File: src/inc/sensor_defs.svh
// register offsets, field positions, reset values and codes of the sensor link
`ifndef SENSOR_DEFS_SVH
`define SENSOR_DEFS_SVH
// frame fields
`define F_WR        31
`define F_ADDR_HI   30
`define F_ADDR_LO   26
`define F_RS_HI     25
`define F_RS_LO     24
`define F_DATA_HI   23
`define F_DATA_LO   8
`define F_CRC_HI    7
// device register addresses
`define REG_STATUS  5'h06
`define REG_ERR1    5'h07
`define REG_ERR2    5'h08
`define REG_ANGLE   5'h0c
`define REG_CMD     5'h0d
// return status codes
`define RS_OK       2'b01
`define RS_ERR      2'b11
// command values
`define CMD_PD      16'h0004
`define CMD_SWRST   16'h0020
`define CMD_MODE_HI 16'h0003
// implemented flag bits of the detailed error registers
`define ERR1_MASK   16'h0fff
`define ERR2_MASK   16'h7bbf
// detailed flag positions driven by the device itself
`define E2_MODE_CHG 9
`define E2_PD       8
`define E2_DIGITAL_POWER_FAULT     4
// summary bit positions
`define S_CLK       7
`define S_SAT       6
`define S_TEMP      5
`define S_PWR       4
`define S_MEM       3
`define S_PD        2
`define S_MODE      1
`define S_PIN       0
// reset values
`define MODE_RESET  2'h0
`define ANG_RESET   5'h00
`define WORD_ZERO   16'h0000
// checksum
`define CRC_POLY    8'h1d
`define CRC_INIT    8'hff
`define CRC_XOROUT  8'hff
// host register offsets
`define H_TX        8'h00
`define H_RX        8'h04
`define H_STAT      8'h08
// host status bit positions
`define HS_RXNEW    0
`define HS_CRCBAD   1
`define HS_BUSY     2
`define HS_ERR      3
`endif

File: src/inc/sensor_pkg.sv
// shared types of the sensor register link
package sensor_pkg;
  typedef logic [31:0] frame_t;
  typedef logic [23:0] payload_t;
  typedef logic [15:0] word_t;
  typedef logic [1:0]  mode_t;
  typedef logic [4:0]  addr_t;
  typedef enum logic {H_IDLE, H_WAIT} host_state_e;
endpackage : sensor_pkg

File: src/inc/frame_if.sv
// frame link between host controller and sensor register bank
`timescale 1ns/1ps
interface frame_if;
  logic                req_valid;
  sensor_pkg::frame_t  req_frame;
  logic                rsp_valid;
  sensor_pkg::frame_t  rsp_frame;
  modport dev  (input  req_valid, input  req_frame,
                output rsp_valid, output rsp_frame);
  modport host (output req_valid, output req_frame,
                input  rsp_valid, input  rsp_frame);
endinterface : frame_if

File: src/hw/crc8_calc.sv
// frame checksum over the upper 24 bits of a frame
`timescale 1ns/1ps
`include "sensor_defs.svh"
module crc8_calc (
  // payload
  input  wire logic [23:0] data,
  // checksum
  output logic [7:0]       crc
);
  import sensor_pkg::*;
  logic [7:0] acc;
  always_comb begin
    acc = `CRC_INIT;
    for (int i = 23; i >= 0; i--) begin
      if (acc[7] ^ data[i]) begin
        acc = {acc[6:0], 1'b0} ^ `CRC_POLY;
      end else begin
        acc = {acc[6:0], 1'b0};
      end
    end
    crc = acc ^ `CRC_XOROUT;
  end
endmodule : crc8_calc

File: src/hw/sensor_regs_dev.sv
// sensor side: error flags, status summary, command and angle registers
// Summary of operation
// - reading status summary clears its latch
// - each response answers the previous frame
// - return status 11 while error latched
// - summary combines both detailed flag registers
// - detailed flag reads clear nothing
// - detailed flags read-only at 07h, 08h
// - primary flags: converter, front end, memory
// - secondary flags: caps, ground, supply, power, clock
// - digital power flag set after any reset
// - command register: mode, power down, reset
// - host selects modes with fixed frames
// - power down entered and left by command
// - reset bit alone triggers full reset
// - command register readable by host
// - resets and waking from power down return mode one
// - mode or power change sets summary bits
// - host writes only valid command values
// - write-only 5-bit angle enable, reset zero
// - summary is read-only word at 06h
// - summary bits: saturation, power, down, mode
`timescale 1ns/1ps
`include "sensor_defs.svh"
module sensor_regs_dev (
  // clock and reset
  input  wire logic           clk,
  input  wire logic           resetn,
  // frame link
  frame_if.dev                link,
  // live fault sources from the sensing path
  input  wire logic [15:0]    err1_src,
  input  wire logic [15:0]    err2_src,
  // control outputs
  output sensor_pkg::mode_t   op_mode,
  output logic                power_down,
  output logic [4:0]          angle_enable,
  output logic                soft_reset
);
  import sensor_pkg::*;

  // summary bits as a combination of the detailed flags
  function automatic word_t summarize(input word_t e1, input word_t e2);
    word_t s;
    s          = `WORD_ZERO;
    s[`S_PIN]  = |e2[14:12];
    s[`S_MODE] = e2[9];
    s[`S_PD]   = e2[8];
    s[`S_MEM]  = e1[0] | e2[7];
    s[`S_PWR]  = e2[11] | e2[5] | e2[4] | e2[3] | e2[2];
    s[`S_TEMP] = e2[1];
    s[`S_SAT]  = |e1[11:1];
    s[`S_CLK]  = e2[0];
    return s;
  endfunction : summarize

  // state
  frame_t   pend_q;
  mode_t    mode_q,     mode_d;
  logic     pd_q,       pd_d;
  logic [4:0] ang_q,    ang_d;
  logic     mchg_q,     mchg_d;
  logic     pchg_q,     pchg_d;
  logic     digital_power_fault_q,     digital_power_fault_d;
  word_t    status_q,   status_d;
  logic     srst_q;
  frame_t   rsp_q;
  logic     rsp_valid_q;

  // incoming frame decode
  payload_t   rx_payload;
  logic [7:0] rx_crc;
  logic       frame_ok;
  logic       rx_wr;
  addr_t      rx_addr;
  word_t      rx_data;
  assign rx_payload = link.req_frame[31:8];
  crc8_calc u_rx_crc (
    .data (rx_payload),
    .crc  (rx_crc)
  );
  // a frame with a bad checksum is answered but never executed
  assign frame_ok = link.req_valid
                  && (rx_crc == link.req_frame[`F_CRC_HI:0]);
  assign rx_wr    = link.req_frame[`F_WR];
  assign rx_addr  = link.req_frame[`F_ADDR_HI:`F_ADDR_LO];
  assign rx_data  = link.req_frame[`F_DATA_HI:`F_DATA_LO];

  logic wr_cmd;
  logic wr_ang;
  logic cmd_mode;
  logic cmd_pd;
  logic cmd_rst;
  assign wr_cmd   = frame_ok && rx_wr && (rx_addr == `REG_CMD);
  assign wr_ang   = frame_ok && rx_wr && (rx_addr == `REG_ANGLE);
  // other values are not decoded and leave the state untouched
  assign cmd_mode = wr_cmd && (rx_data <= `CMD_MODE_HI);
  assign cmd_pd   = wr_cmd && (rx_data == `CMD_PD);
  assign cmd_rst  = wr_cmd && (rx_data == `CMD_SWRST);

  // detailed flag views, reserved bits forced low
  word_t err1_w;
  word_t err2_w;
  word_t own2_w;
  always_comb begin
    own2_w               = `WORD_ZERO;
    own2_w[`E2_MODE_CHG] = mchg_q;
    own2_w[`E2_PD]       = pd_q | pchg_q;
    own2_w[`E2_DIGITAL_POWER_FAULT]     = digital_power_fault_q;
  end
  assign err1_w = err1_src & `ERR1_MASK;
  assign err2_w = (err2_src & `ERR2_MASK) | own2_w;

  // answer to the pending frame
  logic  pend_wr;
  addr_t pend_addr;
  logic  clr_sum;
  assign pend_wr   = pend_q[`F_WR];
  assign pend_addr = pend_q[`F_ADDR_HI:`F_ADDR_LO];
  // only the summary read clears; detailed reads have no side effect
  assign clr_sum   = link.req_valid && !pend_wr
                   && (pend_addr == `REG_STATUS);

  word_t rd_data;
  always_comb begin
    case (pend_addr)
      `REG_STATUS: rd_data = status_q;
      `REG_ERR1:   rd_data = err1_w;
      `REG_ERR2:   rd_data = err2_w;
      `REG_CMD:    rd_data = {11'h000, 2'b00, pd_q, mode_q};
      default:     rd_data = `WORD_ZERO;
    endcase
  end

  word_t    tx_data;
  payload_t tx_payload;
  logic [7:0] tx_crc;
  logic [1:0] tx_rs;
  // writes echo their data, reads return the register
  assign tx_data    = pend_wr ? pend_q[`F_DATA_HI:`F_DATA_LO] : rd_data;
  assign tx_rs      = (status_q != `WORD_ZERO) ? `RS_ERR : `RS_OK;
  assign tx_payload = {pend_q[`F_WR:`F_ADDR_LO], tx_rs, tx_data};
  crc8_calc u_tx_crc (
    .data (tx_payload),
    .crc  (tx_crc)
  );

  // command, mode and event next state
  always_comb begin
    mode_d = mode_q;
    pd_d   = pd_q;
    mchg_d = mchg_q && !clr_sum;
    pchg_d = pchg_q && !clr_sum;
    digital_power_fault_d = digital_power_fault_q && !clr_sum;
    ang_d  = wr_ang ? rx_data[4:0] : ang_q;
    if (cmd_pd) begin
      pd_d = 1'b1;
      if (!pd_q) begin
        pchg_d = 1'b1;
      end
    end else if (cmd_mode && pd_q) begin
      // waking always lands in mode one
      pd_d   = 1'b0;
      mode_d = `MODE_RESET;
      pchg_d = 1'b1;
    end else if (cmd_mode) begin
      mode_d = rx_data[1:0];
      if (rx_data[1:0] != mode_q) begin
        mchg_d = 1'b1;
      end
    end
  end

  // the summary latches the flags' next values, so a sticky flag cleared
  // by this read cannot slip back into the word it was just cleared from
  word_t own2_d;
  word_t err2_nx;
  always_comb begin
    own2_d               = `WORD_ZERO;
    own2_d[`E2_MODE_CHG] = mchg_d;
    own2_d[`E2_PD]       = pd_d | pchg_d;
    own2_d[`E2_DIGITAL_POWER_FAULT]     = digital_power_fault_d;
  end
  assign err2_nx = (err2_src & `ERR2_MASK) | own2_d;

  // events set after the clear so a coincident fault is kept
  assign status_d = (clr_sum ? `WORD_ZERO : status_q)
                  | summarize(err1_w, err2_nx);

  always_ff @(posedge clk or negedge resetn) begin
    if (!resetn) begin
      srst_q <= 1'b0;
    end else begin
      srst_q <= cmd_rst;
    end
  end

  // a software reset puts every register but the pending frame and the response back to its power-on value
  always_ff @(posedge clk or negedge resetn) begin
    if (!resetn) begin
      mode_q <= `MODE_RESET;
      pd_q   <= 1'b0;
      ang_q  <= `ANG_RESET;
      mchg_q <= 1'b0;
      pchg_q <= 1'b0;
      digital_power_fault_q <= 1'b1;
    end else if (srst_q) begin
      mode_q <= `MODE_RESET;
      pd_q   <= 1'b0;
      ang_q  <= `ANG_RESET;
      mchg_q <= 1'b0;
      pchg_q <= 1'b0;
      digital_power_fault_q <= 1'b1;
    end else begin
      mode_q <= mode_d;
      pd_q   <= pd_d;
      ang_q  <= ang_d;
      mchg_q <= mchg_d;
      pchg_q <= pchg_d;
      digital_power_fault_q <= digital_power_fault_d;
    end
  end

  always_ff @(posedge clk or negedge resetn) begin
    if (!resetn) begin
      status_q <= `WORD_ZERO;
    end else if (srst_q) begin
      status_q <= `WORD_ZERO;
    end else begin
      status_q <= status_d;
    end
  end

  // the pending frame is what the next response will answer
  always_ff @(posedge clk or negedge resetn) begin
    if (!resetn) begin
      pend_q <= '0;
    end else if (link.req_valid) begin
      pend_q <= frame_ok ? link.req_frame : '0;
    end
  end

  // a response leaves the cycle after the next frame arrived
  always_ff @(posedge clk or negedge resetn) begin
    if (!resetn) begin
      rsp_q       <= '0;
      rsp_valid_q <= 1'b0;
    end else begin
      rsp_valid_q <= link.req_valid;
      if (link.req_valid) begin
        rsp_q <= {tx_payload, tx_crc};
      end
    end
  end

  assign link.rsp_valid = rsp_valid_q;
  assign link.rsp_frame = rsp_q;
  assign op_mode        = mode_q;
  assign power_down     = pd_q;
  assign angle_enable   = ang_q;
  assign soft_reset     = srst_q;
endmodule : sensor_regs_dev

File: src/flat_wrapper.sv
// flat-port wrapper written by rule: the top's interface ports become plain ports
module sensor_regs_dev_flat import sensor_pkg::*;
  (clk, resetn, err1_src, err2_src, op_mode, power_down, angle_enable, soft_reset, link_req_valid, link_req_frame, link_rsp_valid, link_rsp_frame);
  frame_if link_i ();
  input  wire logic clk;
  input  wire logic resetn;
  input  wire logic [15:0] err1_src;
  input  wire logic [15:0] err2_src;
  output sensor_pkg::mode_t op_mode;
  output logic power_down;
  output logic [4:0] angle_enable;
  output logic soft_reset;
  input wire logic [$bits(link_i.req_valid)-1:0] link_req_valid;
  input wire logic [$bits(link_i.req_frame)-1:0] link_req_frame;
  output wire logic [$bits(link_i.rsp_valid)-1:0] link_rsp_valid;
  output wire logic [$bits(link_i.rsp_frame)-1:0] link_rsp_frame;
  assign link_i.req_valid = link_req_valid;
  assign link_i.req_frame = link_req_frame;
  assign link_rsp_valid = link_i.rsp_valid;
  assign link_rsp_frame = link_i.rsp_frame;
  sensor_regs_dev u_core (.clk(clk), .resetn(resetn), .link(link_i), .err1_src(err1_src), .err2_src(err2_src), .op_mode(op_mode), .power_down(power_down), .angle_enable(angle_enable), .soft_reset(soft_reset));
endmodule
File: config.mk
export PLATFORM = sky130hd
export DESIGN_NAME = sensor_regs_dev_flat
export DESIGN_NICKNAME = d
export VERILOG_FILES = /design/src/inc/sensor_pkg.sv /design/src/inc/frame_if.sv /design/src/hw/crc8_calc.sv /design/src/hw/sensor_regs_dev.sv /design/src/flat_wrapper.sv
export VERILOG_INCLUDE_DIRS = /design/src /design/src/inc
export SDC_FILE = /design/constraint.sdc
export NUM_CORES = 1
export LEC_CHECK = 0
export ABC_AREA = 1
export ABC_CLOCK_PERIOD_IN_PS = 3100
export BUFFER_PORTS_ARGS = -buffer_cell sky130_fd_sc_hd__buf_2
export CORE_MARGIN = 2
export CORE_UTILIZATION = 35
export CTS_CLUSTER_DIAMETER = 30
export CTS_CLUSTER_SIZE = 40
export DETAILED_ROUTE_END_ITERATION = 6
export PLACE_DENSITY = 0.58
export SLEW_MARGIN = 40
export SYNTH_ARGS = -nofsm -noshare
export SYNTH_HDL_FRONTEND = slang
export SYNTH_SLANG_ARGS = --single-unit
File: constraint.sdc
create_clock -name clk -period 3.1 [get_ports clk]
set_input_delay 0.62 -clock clk [delete_from_list [all_inputs] [get_ports clk]]
set_output_delay 0.62 -clock clk [all_outputs]
set_load 0.01 [all_outputs]
==> impl_metrics.json <==
{
  "run_status": "finished with violations",
  "failed_checks": "negative setup slack",
  "wire_per_inst_um": 15.47,
  "synth_cell_type_count": 42,
  "synth_top_flop_cell": "dfrtp_1",
  "post_route_cells_drive_above_1_share_pct": 54.38,
  "maxSlewHeadroom_pct": 49.81,
  "detail_route.vias_per_cell": 5.030,
  "post_synth_edffs": 0,
  "layout.filler_cells": 1344,
  "htree_num_levels": 3,
  "synth-simple-area-share_pct": 40.93,
  "max_cap_viol_count": 0,
  "grt_max_degree": 76,
  "path_common_cell": "nand2_4",
  "crit_path_capture_type": "register",
  "postSynthCellCount": 931,
  "antenna-diode-count": 0,
  "asyncSetResetFlopFracSynth_pct": 100.0,
  "synth_top_family_by_area": "simple AND/OR/NAND/NOR gates",
  "busiest_layer_in_global_routing": "met2",
  "chipHeight_um": 134.8,
  "yosysWarningCount": 0,
  "groute.layer.met3.usage_pct": 2.365,
  "final.min_clock_period_ps": 3583,
  "die_w_um": 134.8,
  "cts_inserted_buffers": 9,
  "drt_pass1_iterations": 5,
  "synth_top_area_cell": "dfrtp_1",
  "maxSlewViolCount": 0,
  "report.final.hold_viol_count": 0,
  "p_per_area_nw_per_um2": 1028,
  "placement.cell_area_um2": 7880,
  "floorplan.rows": 47,
  "criticalPathCategory": "input pin to register",
  "synth.ff_latch_count": 75,
  "worst_skew_pair.late_latency_ps": 340,
  "drcViolationCount": 0,
  "avgSynthCellArea_um2": 6.436,
  "final.hold.worst_slack_ps": 311.2,
  "final_cells": 1454,
  "ios": 109,
  "path_max_fanout": 6,
  "grt_setup_unrepaired": "true",
  "power_w": 0.01104,
  "fin_ws_ps": -482.9,
  "critPathRequiredTime_ps": 3360,
  "setup_violations_final": 43,
  "post_synth_fa_ha_maj_area_fraction_pct": 0,
  "crit_path_max_incr_delay_ps": 210,
  "nature_of_the_critical_path_startpoint": "input pin",
  "worst_hold_path_type": "input pin to asynchronous set/reset pin",
  "design.core.area_um2": 16640,
  "worst-slew-pin-transition_ps": 747.0,
  "leakage_dissipation_nw": 5.520,
  "yosys-mux-area-fraction_pct": 0.5011,
  "drt-total-wl_mm": 22.50,
  "bufs_on_longest_clock_path": 2,
  "grtUsageMet1_pct": 29.59,
  "grt_antenna_before_repair": 0,
  "syn-num-nets": 998,
  "port_buffers": 101,
  "synth-compound-area-share_pct": 7.872,
  "clock.fmax_mhz": 279.1,
  "area_growth_syn_to_layout_pct": 79.35,
  "area_share_of_xor_xnor_cells_in_the_synthesized_design_pct": 10.84,
  "design.die.area_um2": 18180,
  "clock-root-buffer": "clkbuf_16",
  "final.period_utilization_pct": 115.6,
  "routed-via-count": 7314,
  "gpl.final_weighted_congestion": 0.9059,
  "initial_utilization_pct": 36.00,
  "initial_drt_markers": 307,
  "clock_slew_at_reported_path_ffs_ps": 60,
  "ys_seq_area_share_pct": 31.34,
  "skew_ps": 7.203,
  "first_global_vias": 6930,
  "grt_usage_pct": 23.41,
  "placed_cells_incl_taps": 1372,
  "fin_nets": 1296,
  "post-route-cell-area_um2": 10750,
  "wire_length_of_the_first_global_routing_pass_mm": 33.77,
  "netlist.area_leader.share_pct": 30.90,
  "critPathSlowestCell": "nand4_1",
  "dp.final_hpwl_mm": 15.09,
  "cts_num_sinks": 75,
  "timing.critical_path.arrival_ps": 3840,
  "tritoncts_clock_tree": "yes",
  "grt.overflow.total": 0,
  "ir_worst_vdd_uv": 1163,
  "detail-route-antenna-nets": 0,
  "biggest_area_contributors_in_the_synthesized_netlist": "dfrtp_1 (31%), nand2_1 (25%), nand3_1 (9.1%)",
  "use_met2_pct": 41.85,
  "cts_hold_buffers": 0,
  "syn_area_um2": 5992
}
-- cell families after synthesis --
logic type / Yosys count
AND/OR/NAND/NOR: 584
multiplexers: 3
XOR/XNOR: 60
buffers and inverters: 130
flip-flops: 75
AO/OA/AOI/OAI: 79
-- repair_timing --
action                                  4_1_cts  5_1_grt
resized for setup                           293      178
buffers inserted                             56       13
gates cloned                                  3        0
pin swaps                                   122      116
endpoints found under the setup margin       43       43
-- power by group --
group / internal [W] / leakage (nW) / switching [W]
registers: 0.00111 / 0.964 / 0.0000448
clock network: 0.000731 / 0.156 / 0.000418
logic: 0.00411 / 4.40 / 0.00463
total: 0.00595 / 5.52 / 0.00509
-- critical path: cells and delay by family --
kind | cells | cell delay, ps
AOI/OAI and AO/OA | 1 | 120
and+or+nand+nor | 28 | 2530
buffers and inverters | 6 | 530
-- sequential cells by signal (all words and copies together) (netlist names) --
signal	flops
u_core.link.rsp_frame	32
u_core.pend_q	22
u_core.status_q	8
u_core.angle_enable	5
u_core.op_mode	2
u_core.digital_power_fault_q	1
u_core.link.rsp_valid	1
u_core.mchg_q	1
u_core.pchg_q	1
u_core.power_down	1
u_core.soft_reset	1
-- layer usage --
layer | vias to the layer above | wire, um
met2 | 228 | 11640
met5 | - | 0
met3 | 47 | 1111
li1 | 3556 | -
met4 | 0 | 607
met1 | 3483 | 9144
-- final cells by class --
class,count,area [um^2],area share (%)
well taps,220,275.3,2.561
clock buffers,11,242.7,2.259
flip-flops and latches,75,1882,17.51
clock inverters,5,85.08,0.7917
multi-input cells,726,5485,51.04
inverters,112,488.0,4.541
repair buffers,305,2288,21.29
-- through the flow --
stage               TNS [ps]  util (%)  worst slack [ps]
finish                -13970     64.57            -482.9
global route          -21550     64.57            -693.1
CTS                    -8185     59.43            -291.2
detailed placement    -30830     47.35             -1076
global placement      -29990     47.33             -1051
floorplan              -4659         -            -274.4
-- cell usage after synthesis (2+ instances only) --
library cell and number:
o21ai_0 35, clkbuf_1 12, xor2_1 30, nand2_1 398, a221oi_1 3, xnor2_1 15
a41oi_1 4, nand3b_1 2, a22oi_1 2, nor3_1 5, inv_1 100, nand3_1 109
nor4_1 8, or2_1 4, a21oi_1 11, nand4_1 8, or2_2 3, xor2_2 11
o22ai_1 16, xnor2_2 3, buf_2 2, o211ai_1 3, inv_2 11, dfrtp_1 74
nor2_1 32, mux2i_1 3, nand2_2 12
-- path summary, 6_finish.rpt --
| path | startpoint | endpoint | slack, ps | cells after the start |
|---|---|---|---|---|
| min in group clk | u_core.link.rsp_frame[5]$_DFFE_PN0P_ | u_core.link.rsp_frame[5]$_DFFE_PN0P_ | 460 | 2 |
| worst max-delay path | link_req_frame[31] | u_core.pchg_q$_DFF_PN0_ | -480 | 35 |
| worst min register to register | u_core.link.rsp_frame[5]$_DFFE_PN0P_ | u_core.link.rsp_frame[5]$_DFFE_PN0P_ | 460 | 2 |
| max in group asynchronous | resetn | u_core.pend_q[31]$_DFFE_PN0P_ | 2290 | 1 |
| worst min-delay path | resetn | u_core.link.rsp_frame[16]$_DFFE_PN0P_ | 310 | 1 |
| worst max register to register | u_core.pend_q[30]$_DFFE_PN0P_ | u_core.link.rsp_frame[4]$_DFFE_PN0P_ | -350 | 24 |
-- placed cells by master (no fill, tap or decap), types with 31 or more instances in the layout --
master / count
buf_6: 31
nand2_1: 251
nand2_4: 63
dfrtp_1: 71
inv_1: 71
buf_4: 172
buf_2: 93
nand2_2: 87
nand3_1: 51
nand3_2: 43
Note: power is estimated with default switching activity, not from simulation.
